[config.mk]
export PLATFORM = sky130hd
export DESIGN_NAME = ppr_core
export DESIGN_NICKNAME = d
export VERILOG_FILES = /design/src/ppr_pkg.sv /design/src/ppr_core.sv /design/src/ppr_sync.sv
export SDC_FILE = /design/constraint.sdc
export NUM_CORES = 1
export LEC_CHECK = 0
export BUFFER_PORTS_ARGS = -buffer_cell sky130_fd_sc_hd__buf_2
export CORE_ASPECT_RATIO = 1.1
export CORE_MARGIN = 4
export CORE_UTILIZATION = 50
export DETAILED_ROUTE_END_ITERATION = 10
export PLACE_DENSITY = 0.75
export RECOVER_POWER = 25
export SYNTH_ARGS = -nofsm -noshare
export SYNTH_HDL_FRONTEND = slang
export SYNTH_SLANG_ARGS = --single-unit
[constraint.sdc]
create_clock -name clk_sys -period 2.95 [get_ports clk_sys]
set_input_delay 0.295 -clock clk_sys [delete_from_list [all_inputs] [get_ports clk_sys]]
set_output_delay 0.295 -clock clk_sys [all_outputs]
set_load 0.02 [all_outputs]
[src/ppr_pkg.sv]
// Package of constants for the printer port register core.
// Assumes a 200 MHz system clock and byte-wide host I/O accesses.
`default_nettype none

package ppr_pkg;

    // Register offsets from the base address
    localparam logic [2:0] OFF_DATA = 3'h0;
    localparam logic [2:0] OFF_STATUS = 3'h1;
    localparam logic [2:0] OFF_CONTROL = 3'h2;
    localparam logic [2:0] OFF_EPP_ADDR = 3'h3;
    localparam logic [2:0] OFF_EPP_DATA0 = 3'h4;
    localparam logic [2:0] OFF_EPP_DATA3 = 3'h7;

    // Number of decoded byte addresses
    localparam logic [15:0] WINDOW_SIZE = 16'h0008;

    // Status bit positions
    localparam int ST_TIMEOUT = 0;

    // Control bit positions
    localparam int CT_STROBE = 0;
    localparam int CT_LINEFEED = 1;
    localparam int CT_INIT = 2;
    localparam int CT_SELIN = 3;
    localparam int CT_IRQ_EN = 4;
    localparam int CT_DIR = 5;
    localparam int CT_WIDTH = 6;

    // Reset values
    localparam logic [7:0] DATA_RESET = 8'h00;
    localparam logic [5:0] CONTROL_RESET = 6'h00;
    localparam logic [7:0] EPP_RESET = 8'h00;
    localparam logic [1:0] ZERO_PAIR = 2'h0;

    // Port modes, as set by configuration
    typedef enum logic [1:0] {
        PPR_MODE_PRINTER = 2'h0,
        PPR_MODE_BIDIR = 2'h1,
        PPR_MODE_EPP = 2'h2,
        PPR_MODE_ECP = 2'h3
    } ppr_mode_e;

    // EPP cycle states
    typedef enum logic [2:0] {
        PPR_EPP_IDLE = 3'b001,
        PPR_EPP_WAIT_LOW = 3'b010,
        PPR_EPP_WAIT_HIGH = 3'b100
    } ppr_epp_e;

    // Watchdog timing
    localparam int CLK_PERIOD_PS = 5000;
    localparam int EPP_TIMEOUT_NS = 10000;
    localparam int EPP_TIMEOUT_CYC = (EPP_TIMEOUT_NS * 1000) / CLK_PERIOD_PS;
    localparam int TMO_CNT_W = 12;
    localparam logic [TMO_CNT_W-1:0] TMO_LIMIT = TMO_CNT_W'(EPP_TIMEOUT_CYC);
    localparam logic [TMO_CNT_W-1:0] TMO_ZERO = 12'h000;
    localparam logic [TMO_CNT_W-1:0] TMO_ONE = 12'h001;

endpackage : ppr_pkg

`default_nettype wire

[src/ppr_core.sv]
// Host register core of a PC-compatible printer port.
// Assumes host strobes come from logic on clk_sys; pins are asynchronous.
`default_nettype none

module ppr_core #(
    parameter int DATA_W = 8,
    parameter int ADDR_W = 16
) (
    // Clock and reset
    input wire logic clk_sys,
    input wire logic sys_rst,
    // Configuration
    input wire logic [ADDR_W-1:0] base_address,
    input wire logic [1:0] port_mode,
    input wire logic timeout_clear_select,
    // Host I/O access
    input wire logic [ADDR_W-1:0] io_addr,
    input wire logic io_rd,
    input wire logic io_wr,
    input wire logic [DATA_W-1:0] io_wdata,
    output logic [DATA_W-1:0] io_rdata,
    output logic io_ready,
    output logic port_irq,
    // Parallel data pins
    input wire logic [DATA_W-1:0] parallel_data_pins_in,
    output logic [DATA_W-1:0] parallel_data_pins_out,
    output logic parallel_data_pins_oe,
    // Peripheral status inputs
    input wire logic fault_input_pin,
    input wire logic online_input_level,
    input wire logic paper_out_level,
    input wire logic acknowledge_input,
    input wire logic busy_pin,
    // Peripheral control outputs
    output logic strobe_pin,
    output logic line_feed_pin,
    output logic initialize_pin,
    output logic select_in_pin
);

    typedef struct packed {
        logic [DATA_W-1:0] data_reg;
        logic [ppr_pkg::CT_WIDTH-1:0] ctrl;
        logic cycle_timeout_flag;
        logic [DATA_W-1:0] epp_out;
        logic [DATA_W-1:0] epp_in;
        ppr_pkg::ppr_epp_e epp_state;
        logic epp_read;
        logic [ppr_pkg::TMO_CNT_W-1:0] epp_cnt;
        logic [DATA_W-1:0] status_hold;
        logic [DATA_W-1:0] rdata;
        logic rd_q;
        logic wr_q;
        logic status_read;
        logic ack_q;
        logic irq;
    } ppr_core_s;

    ppr_core_s state;
    ppr_core_s next_state;

    logic [DATA_W-1:0] pins_sync;
    logic [4:0] stat_sync;
    logic fault_level;
    logic online_level;
    logic paper_level;
    logic ack_level;
    logic busy_level;
    logic [DATA_W-1:0] status_now;
    logic hit;
    logic [2:0] offset;
    logic rd_start;
    logic rd_end;
    logic wr_start;
    logic epp_mode;
    logic printer_mode;

    // Pin inputs pass two flip-flops first
    ppr_sync #(
        .WIDTH(DATA_W)
    ) u_sync_data (
        .clk_sys(clk_sys),
        .sys_rst(sys_rst),
        .async_in(parallel_data_pins_in),
        .sync_out(pins_sync)
    );

    ppr_sync #(
        .WIDTH(5)
    ) u_sync_status (
        .clk_sys(clk_sys),
        .sys_rst(sys_rst),
        .async_in({busy_pin, acknowledge_input, paper_out_level, online_input_level,
                   fault_input_pin}),
        .sync_out(stat_sync)
    );

    assign fault_level = stat_sync[0];
    assign online_level = stat_sync[1];
    assign paper_level = stat_sync[2];
    assign ack_level = stat_sync[3];
    assign busy_level = stat_sync[4];

    // Window decode, shared by reads and writes
    function automatic logic decode_hit(
        input logic [ADDR_W-1:0] addr,
        input logic [ADDR_W-1:0] base,
        input logic is_epp
    );
        logic [ADDR_W-1:0] diff;
        logic in_window;
        diff = addr - base;
        in_window = (addr >= base) && (diff < ADDR_W'(ppr_pkg::WINDOW_SIZE));
        if (!in_window) begin
            decode_hit = 1'b0;
        end else if (diff[2:0] <= ppr_pkg::OFF_CONTROL) begin
            decode_hit = 1'b1;
        end else begin
            decode_hit = is_epp;
        end
    endfunction

    assign epp_mode = (port_mode == ppr_pkg::PPR_MODE_EPP);
    assign printer_mode = (port_mode == ppr_pkg::PPR_MODE_PRINTER);
    assign offset = 3'(io_addr - base_address);
    assign hit = decode_hit(io_addr, base_address, epp_mode);
    assign rd_start = io_rd && !state.rd_q;
    assign rd_end = !io_rd && state.rd_q;
    assign wr_start = io_wr && !state.wr_q;

    // Live status byte
    assign status_now = {~busy_level, ack_level, paper_level, online_level,
                         fault_level, ppr_pkg::ZERO_PAIR,
                         state.cycle_timeout_flag};

    always_comb begin
        logic clear_tmo;
        logic set_tmo;
        clear_tmo = 1'b0;
        set_tmo = 1'b0;
        next_state = state;
        next_state.rd_q = io_rd;
        next_state.wr_q = io_wr;
        next_state.ack_q = ack_level;

        // Interrupt on rising acknowledge, held off when disabled
        next_state.irq = state.ctrl[ppr_pkg::CT_IRQ_EN] && ack_level && !state.ack_q;

        // Host writes
        if (wr_start && hit) begin
            if (offset == ppr_pkg::OFF_DATA) begin
                next_state.data_reg = io_wdata;
            end else if (offset == ppr_pkg::OFF_STATUS) begin
                if (!timeout_clear_select && io_wdata[ppr_pkg::ST_TIMEOUT]) begin
                    clear_tmo = 1'b1;
                end
            end else if (offset == ppr_pkg::OFF_CONTROL) begin
                next_state.ctrl = io_wdata[ppr_pkg::CT_WIDTH-1:0];
            end else if (state.epp_state == ppr_pkg::PPR_EPP_IDLE) begin
                next_state.epp_out = io_wdata;
                next_state.epp_read = 1'b0;
                next_state.epp_state = ppr_pkg::PPR_EPP_WAIT_LOW;
                next_state.epp_cnt = ppr_pkg::TMO_ZERO;
            end
        end

        // Host reads
        if (rd_start && hit) begin
            if (offset == ppr_pkg::OFF_STATUS) begin
                next_state.status_hold = status_now;
                next_state.status_read = 1'b1;
            end else if (offset >= ppr_pkg::OFF_EPP_ADDR &&
                         state.epp_state == ppr_pkg::PPR_EPP_IDLE) begin
                next_state.epp_read = 1'b1;
                next_state.epp_state = ppr_pkg::PPR_EPP_WAIT_LOW;
                next_state.epp_cnt = ppr_pkg::TMO_ZERO;
            end
        end

        // Read data: data pins pass through, status stays held
        if (io_rd && hit) begin
            if (offset == ppr_pkg::OFF_DATA) begin
                next_state.rdata = pins_sync;
            end else if (offset == ppr_pkg::OFF_STATUS) begin
                next_state.rdata = rd_start ? status_now : state.status_hold;
            end else if (offset == ppr_pkg::OFF_CONTROL) begin
                next_state.rdata = {ppr_pkg::ZERO_PAIR, state.ctrl};
            end else begin
                next_state.rdata = state.epp_in;
            end
        end else if (!io_rd) begin
            next_state.rdata = state.rdata;
        end else begin
            next_state.rdata = '0;
        end

        // Trailing edge of a status read
        if (rd_end && state.status_read) begin
            next_state.status_read = 1'b0;
            if (timeout_clear_select) begin
                clear_tmo = 1'b1;
            end
        end

        // EPP cycle watchdog: wait must go low, then high
        case (state.epp_state)
            ppr_pkg::PPR_EPP_IDLE: begin
                next_state.epp_cnt = ppr_pkg::TMO_ZERO;
            end
            ppr_pkg::PPR_EPP_WAIT_LOW: begin
                next_state.epp_cnt = state.epp_cnt + ppr_pkg::TMO_ONE;
                if (state.epp_cnt >= ppr_pkg::TMO_LIMIT) begin
                    set_tmo = 1'b1;
                    next_state.epp_state = ppr_pkg::PPR_EPP_IDLE;
                end else if (!busy_level) begin
                    next_state.epp_state = ppr_pkg::PPR_EPP_WAIT_HIGH;
                end
            end
            ppr_pkg::PPR_EPP_WAIT_HIGH: begin
                next_state.epp_cnt = state.epp_cnt + ppr_pkg::TMO_ONE;
                if (state.epp_cnt >= ppr_pkg::TMO_LIMIT) begin
                    set_tmo = 1'b1;
                    next_state.epp_state = ppr_pkg::PPR_EPP_IDLE;
                end else if (busy_level) begin
                    if (state.epp_read) begin
                        next_state.epp_in = pins_sync;
                    end
                    next_state.epp_state = ppr_pkg::PPR_EPP_IDLE;
                end
            end
            default: begin
                next_state.epp_state = ppr_pkg::PPR_EPP_IDLE;
            end
        endcase

        // Leaving EPP mode abandons any cycle
        if (!epp_mode) begin
            next_state.epp_state = ppr_pkg::PPR_EPP_IDLE;
        end

        // Set wins over clear
        if (set_tmo) begin
            next_state.cycle_timeout_flag = 1'b1;
        end else if (clear_tmo) begin
            next_state.cycle_timeout_flag = 1'b0;
        end
    end

    always_ff @(posedge clk_sys) begin
        if (sys_rst) begin
            state.data_reg <= ppr_pkg::DATA_RESET;
            state.ctrl <= ppr_pkg::CONTROL_RESET;
            state.cycle_timeout_flag <= 1'b0;
            state.epp_out <= ppr_pkg::EPP_RESET;
            state.epp_in <= ppr_pkg::EPP_RESET;
            state.epp_state <= ppr_pkg::PPR_EPP_IDLE;
            state.epp_read <= 1'b0;
            state.epp_cnt <= ppr_pkg::TMO_ZERO;
            state.status_hold <= '0;
            state.rdata <= '0;
            state.rd_q <= 1'b0;
            state.wr_q <= 1'b0;
            state.status_read <= 1'b0;
            state.ack_q <= 1'b0;
            state.irq <= 1'b0;
        end else begin
            state <= next_state;
        end
    end

    // Host outputs
    assign io_rdata = state.rdata;
    assign io_ready = (state.epp_state == ppr_pkg::PPR_EPP_IDLE);
    assign port_irq = state.irq;

    // Data pins: EPP cycle data overrides the data register
    assign parallel_data_pins_out = (state.epp_state != ppr_pkg::PPR_EPP_IDLE)
                                    ? state.epp_out : state.data_reg;
    assign parallel_data_pins_oe = printer_mode ||
                                   (!state.ctrl[ppr_pkg::CT_DIR] &&
                                    !((state.epp_state != ppr_pkg::PPR_EPP_IDLE) &&
                                      state.epp_read));

    // Control pins
    assign strobe_pin = ~state.ctrl[ppr_pkg::CT_STROBE];
    assign line_feed_pin = ~state.ctrl[ppr_pkg::CT_LINEFEED];
    assign initialize_pin = state.ctrl[ppr_pkg::CT_INIT];
    assign select_in_pin = ~state.ctrl[ppr_pkg::CT_SELIN];

endmodule // ppr_core

`default_nettype wire

[src/ppr_sync.sv]
// Two flip-flop synchroniser bank for the peripheral pin inputs.
// Assumes the inputs are asynchronous to clk_sys.
`default_nettype none

module ppr_sync #(
    parameter int WIDTH = 8
) (
    // Clock and reset
    input wire logic clk_sys,
    input wire logic sys_rst,
    // Asynchronous input and synchronised output
    input wire logic [WIDTH-1:0] async_in,
    output logic [WIDTH-1:0] sync_out
);

    typedef struct packed {
        logic [WIDTH-1:0] first;
        logic [WIDTH-1:0] second;
    } ppr_sync_s;

    ppr_sync_s state;
    ppr_sync_s next_state;

    always_comb begin
        next_state.first = async_in;
        next_state.second = state.first;
    end

    always_ff @(posedge clk_sys) begin
        if (sys_rst) begin
            state <= '0;
        end else begin
            state <= next_state;
        end
    end

    assign sync_out = state.second;

endmodule // ppr_sync

`default_nettype wire

**Word-level counts from Yosys, hierarchy flattened**

Cells that the tools add are included.

- Flip-flop bits (word level): 92
- Bits of input ports: 60
- Output and inout bits: 23
- Word-level logic and storage cells: 110

- Add/sub/neg operators: 2
- $lt $le $gt $ge: 5
- Equality and inequality tests: 7
- Mux-type cells: 34
- Bitwise operators: 9
- Reductions and logical operators: 34

Operators with widths:

| cell | number |
|---|---|
| $mux 16 | 7 |
| $mux 8 | 8 |
| $mux 24 | 1 |
| $pmux 12 s2 | 1 |
| $ge 16x16->1 | 1 |
| $lt 16x4->1 const B | 1 |
| $sub 16x16->16 | 1 |
| $logic_and 1x1->1 | 14 |
| $add 12x1->12 const B | 1 |
| $ge 12x11->1 const B | 1 |
| $mux 1 | 12 |
| $mux 3 | 4 |
| $not 1->1 | 9 |
| $pmux 3 s3 | 1 |
| $reduce_and 4->1 | 2 |
| $logic_not 1->1 | 7 |
| $eq 3x1->1 const B | 2 |
| $eq 3x2->1 const B | 2 |
| $reduce_or 2->1 | 3 |
| $reduce_and 5->1 | 1 |
| $reduce_and 2->1 | 2 |
| $reduce_bool 2->1 | 2 |
| $eq 3x3->1 const B | 1 |
| $ge 3x2->1 const B | 1 |
| other kinds (6) | 6 |

**Logic depth before layout (Yosys ltp)**

- Depth in word-level cells: 12
- Depth in mapped cells: 12
- Depth with buffers taken out: 11

**By module**

From an unflattened synthesis, not the netlist that was laid out.

- Cells, all modules: 646
- Area, all modules: 5156.2 um^2

Modules (own cells, without submodules):

| module | times used | cells an instance | area an instance (um^2) | seq. area each (um^2) |
|---|---|---|---|---|
| ppr_core | 1 | 593 | 4429.2 | 1321.3 |
| ppr_sync (u_sync_data) | 1 | 33 | 464.2 | 320.3 |
| ppr_sync (u_sync_status) | 1 | 20 | 262.8 | 200.2 |

**Least setup slack after synthesis**

No wires, ideal clock.

- Path type: in2reg
- From: input io_addr[0]
- To: register state[19] (netlist name)
- Data arrival time: 2.998 ns
- Path slack: -0.170 ns
- Stages on the path: 12
- Path buffers: 1
- Cell sequence: inv_1 -> ha_1 -> fa_1 -> xor2_1 -> o21ai_2 -> a221oi_2 -> nand4b_1 -> nor2_1 -> nand3_2 -> or4_4 -> buf_6 -> mux2_4

- Cells in the longest elaborated chain, start to end: 6
- Elaborated cells on any way between the ends: 10

Ends and longest elaborated chain:

| item | RTL line | text |
|---|---|---|
| start, declared | ppr_core.sv:17 | `input wire logic [ADDR_W-1:0] io_addr,` |
| $sub 16x16->16 | ppr_core.sv:112 | `diff = addr - base;` |
| $lt 16x4->1 / $le 3x2->1 (equally long branches) | ppr_core.sv:113, ppr_core.sv:116 |  |
| $logic_and 1x1->1 / $mux 1 (equally long branches) | ppr_core.sv:113, ppr_core.sv:116 |  |
| $mux 1 | ppr_core.sv:114 | `if (!in_window) begin` |
| $logic_and 1x1->1 | ppr_core.sv:168 | `if (rd_start && hit) begin` |
| $reduce_and 2->1 (no source line) (*) | - |  |
| end signal, assigned | ppr_core.sv:267 | `state <= next_state;` |
| end, declared | ppr_core.sv:59 | `ppr_core_s state;` |

Mark *: on every way between the ends. The rest lies on a longest branch, timed or not.
A chain may end at the register's enable or synchronous reset.

**Worst setup path in the final report**

- From: input io_addr[0]
- To: register state[20] (netlist name)

Same word-level chain as after synthesis.

==> reports/results.ini <==
[outcome]
status = finished with violations
violations = capacitance limit, slew limit

[clock_tree]
cts_resized = 0
clkTransAtPathRegs_ns = 0.09
cts_tree = yes
cts-buffers-inserted = 9
clock_latency_ns = 0.36
post_cts_buffers = 0
cts_hold_buffers = 0
htreeDepth = 3
cts_sinks = 92
cts_root_buffer = clkbuf_8
cts_max_path_buffers = 2

[sta]
fin_crit_ns = 2.75
setup_viol = 0
fin_crit_sh_pct = 93.2
rsz0062_at_grt = no
setup_ws_ns = 0.201
worst_pin_slew_ns = 1.86
hold_viol = 0
fmax_mhz = 364
slew_viol_final = 44
skew_ns = 0.0130
slew_headroom_pct = -23.7
setup_tns_ns = 0

[cells_and_area]
fillerInstances = 899
multiInputGateArea_sq_um = 3120
regArea_sq_um = 1840
areaGrowthSynthToFinish_pct = 18.7
antenna_cells = 0
final_util_pct = 61.5
drive_above_1_share_pct = 25.6
stdcell_count = 818
nNetsFinal = 773

[floorplanning]
initial_core_util_pct = 51.8
design.core.area_sq_um = 9980
fp-row-count = 38
die_h_um = 115
io_pins = 83
die_x_um = 105
die_area_sq_um = 12000

[yosys]
synthMuxAreaShare_pct = 11.0
ys_seq_elements = 92
synth_top_family_by_area = simple AND/OR/NAND/NOR gates
synth_compound_area_share_pct = 16.9
synth_async_sr_flop_share_pct = 0
syn_area_per_cell_sq_um = 8.65
seq_area_frac_synth_pct = 35.6
yosysUniqueCellTypes = 77
synthAdderAreaFrac_pct = 4.74
postSynthCellCount = 598
syn_nets = 677
yosys.area_share.simple_pct = 25.2
ys.warnings.count = 0
synth_edf_count = 0
synth-xor-area-share_pct = 0.677
netlist_area_sq_um = 5170
synth_ff_type = dfxtp_1

[power_and_ir_drop]
p_sw_share_pct = 29.8
p_seq_share_pct = 48.9
p_comb_share_pct = 21.0
power_leakage_nw = 2.54
p_clk_share_pct = 30.1
p_per_area_nw_per_um2 = 422
vdd_drop_max_mv = 0.319
intPower_mw = 1.82
power.switching_uw = 771

[flow_run]
drv_cap = 1

[global_route]
track_usage_pct = 20.9
grt_pass1_vias = 4517
grt_overflow_total = 0
grt_max_degree = 44
antenna_found_initial = 0
grt_first_pass_wirelength_mm = 20.9

[placement]
dp.cells = 803
gp_congestion = 0.883
pre_cts_ws_ns = -0.161
port_buffers = 82
hpwl_mm = 9.43

[worst_setup_path]
crit_slowest_cell = or4_4
critPathMaxStageDelay_ns = 0.49
reg2regPathDepth = 6
path_cells = buf_2 -> inv_12 -> ha_4 -> fa_2 -> nor2b_2 -> o31a_4 -> o31ai_4 -> a21o_4 -> mux2i_1 -> a211o_2 -> or4_4 -> mux2_4
worstPathArrival_ns = 3.00
r2r_slack_ns = 0.72
cp_top_family = compound AO/OA/AOI/OAI gates
critPathLaunchType = input pin
critPathKind = in -> reg
crit_path_end_kind = flop
cp_num_buf_inv = 2
worstPathMaxFanout = 6
r2r-start = state[35]$_SDFF_PP0_
worstReg2RegEnd = state[23]$_SDFF_PP0_
required_ns = 3.20

[route]
dr.pass1.iters = 5
postRouteAntennaNets = 0
routed-via-count = 4541
wirelength_mm = 12.4
drt_iter0_drc = 226
drc = 0
wl_per_cell_um = 15.2
vias_per_cell = 5.55

[min_path]
hold_depth = 2
min_path_type = in -> reg
hold_path_startpoint = parallel_data_pins_in[5]
min_to = u_sync_data.next_state[5]$_SDFF_PP0_

cells in the final DEF, fill, tap and decap left out, types with 4 or more instances in the layout:
cell type	n
ha_1	15
inv_1	25
nand2b_1	45
buf_2	79
clkbuf_1	5
dfxtp_1	92
nand3_1	10
a31oi_1	4
o21ai_0	31
nor2b_1	37
nor2_1	51
o31ai_1	8
nand4_1	4
a21oi_1	28
or3_1	5
nand2_1	44
nor3_1	6
buf_4	41
mux2i_1	45
and3_1	8
clkbuf_8	9
mux2_2	8
kinds of logic after synthesis:
family          Yosys count
simple gates            237
mux                      55
compound gates          124
fa+ha+maj                19
buf+inv                  67
xor+xnor                  4
flops                    92
power groups by stage:
stage / logic, mW / registers (mW) / clock network, mW
2_1_floorplan: 0.355 / 1.29 / 0
3_3_place_gp: 0.527 / 1.29 / 0
3_5_place_dp: 0.538 / 1.30 / 0
4_1_cts: 0.541 / 1.27 / 0.797
5_1_grt: 0.599 / 1.27 / 0.847
6_report: 0.544 / 1.27 / 0.779
sequential cells by signal, summed over array words and instances (netlist names):
signal and count:
initialize_pin 1, io_rdata 8, port_irq 1, state 56, u_sync_data.next_state 8, u_sync_data.sync_out 8, u_sync_status.next_state 5, u_sync_status.sync_out 5
area by class of cell:
class | count | area share [%]
Inverter | 26 | 1.79
Timing Repair Buffer | 126 | 12.1
Sequential cell | 92 | 30.0
Multi-Input combinational cell | 439 | 50.9
Tap cell | 120 | 2.45
Clock inverter | 6 | 0.795
Clock buffer | 9 | 2.02
worst register-to-register path, cell delays in order, from the launching register on:
cell,delay (ns)
dfxtp_1,0.44
xor2_1,0.23
nand2b_1,0.32
o21ai_0,0.54
o21ai_0,0.27
a21oi_1,0.21
nor2_1,0.05
synth_stat cells (2+ instances only):
cell type | count | share of area [%]
dfxtp_1 | 92 | 36
nor2_1 | 51 | 3.7
mux2i_1 | 45 | 8.7
nand2_1 | 45 | 3.3
nand2b_1 | 45 | 5.4
nor2b_1 | 38 | 4.6
o21ai_0 | 32 | 3.1
a21oi_1 | 29 | 2.8
inv_1 | 26 | 1.9
clkbuf_1 | 25 | 1.8
ha_1 | 18 | 4.4
nand3_1 | 10 | 0.97
and3_1 | 8 | 0.97
buf_4 | 8 | 1.2
mux2_2 | 8 | 1.7
o31ai_1 | 8 | 1.2
nor3_1 | 6 | 0.58
or3_1 | 5 | 0.60
a211oi_1 | 4 | 0.58
a31oi_1 | 4 | 0.48
nand4_1 | 4 | 0.48
a311oi_1 | 3 | 0.51
and2_1 | 3 | 0.36
buf_2 | 3 | 0.29
clkbuf_2 | 3 | 0.29
nor3b_1 | 3 | 0.44
nor4_1 | 3 | 0.36
o21a_1 | 3 | 0.44
o22ai_1 | 3 | 0.36
xor2_1 | 3 | 0.51
a2111oi_0 | 2 | 0.34
a211oi_2 | 2 | 0.48
a21o_1 | 2 | 0.29
a221oi_2 | 2 | 0.58
a22oi_1 | 2 | 0.29
a41oi_1 | 2 | 0.34
buf_6 | 2 | 0.44
mux2_4 | 2 | 0.58
nand3b_1 | 2 | 0.29
nor4b_1 | 2 | 0.34
o2111a_1 | 2 | 0.44
o2111ai_1 | 2 | 0.34
o211ai_1 | 2 | 0.29
metal layers:
metal | wire length [um] | vias up | global-route usage, %
li1 | - | 2272 | -
met1 | 5550 | 2151 | 25.0
met4 | 189 | 0 | 7.09
met2 | 6200 | 104 | 38.0
met3 | 499 | 14 | 3.33
met5 | 0 | - | 0
through the flow:
stage	power, mW	hold slack (ns)	cell area (sq um)
after floorplan	1.65	0.414	5280
final	2.59	0.141	6140
after CTS	2.60	0.130	6150
after global routing	2.71	0.142	6140
after global placement	1.82	0.424	5980
after detailed placement	1.83	0.422	5980
worst max-delay path by stage:
stage | start | to | slack (ns) | cells after the start
global placement | io_addr[0] | state[20]$_SDFFE_PP0P_ | -0.12 | 12
floorplan | io_addr[0] | state[19]$_SDFFE_PP0P_ | -0.0008 | 12
CTS | io_addr[0] | state[20]$_SDFFE_PP0P_ | 0.21 | 12
global route | io_addr[0] | io_rdata[1]$_SDFFE_PP0P_ | 0.01 | 13
detailed placement | io_addr[0] | state[20]$_SDFFE_PP0P_ | -0.16 | 12
finish | io_addr[0] | state[20]$_SDFFE_PP0P_ | 0.20 | 12
Note: power is estimated with default switching activity, not from simulation.
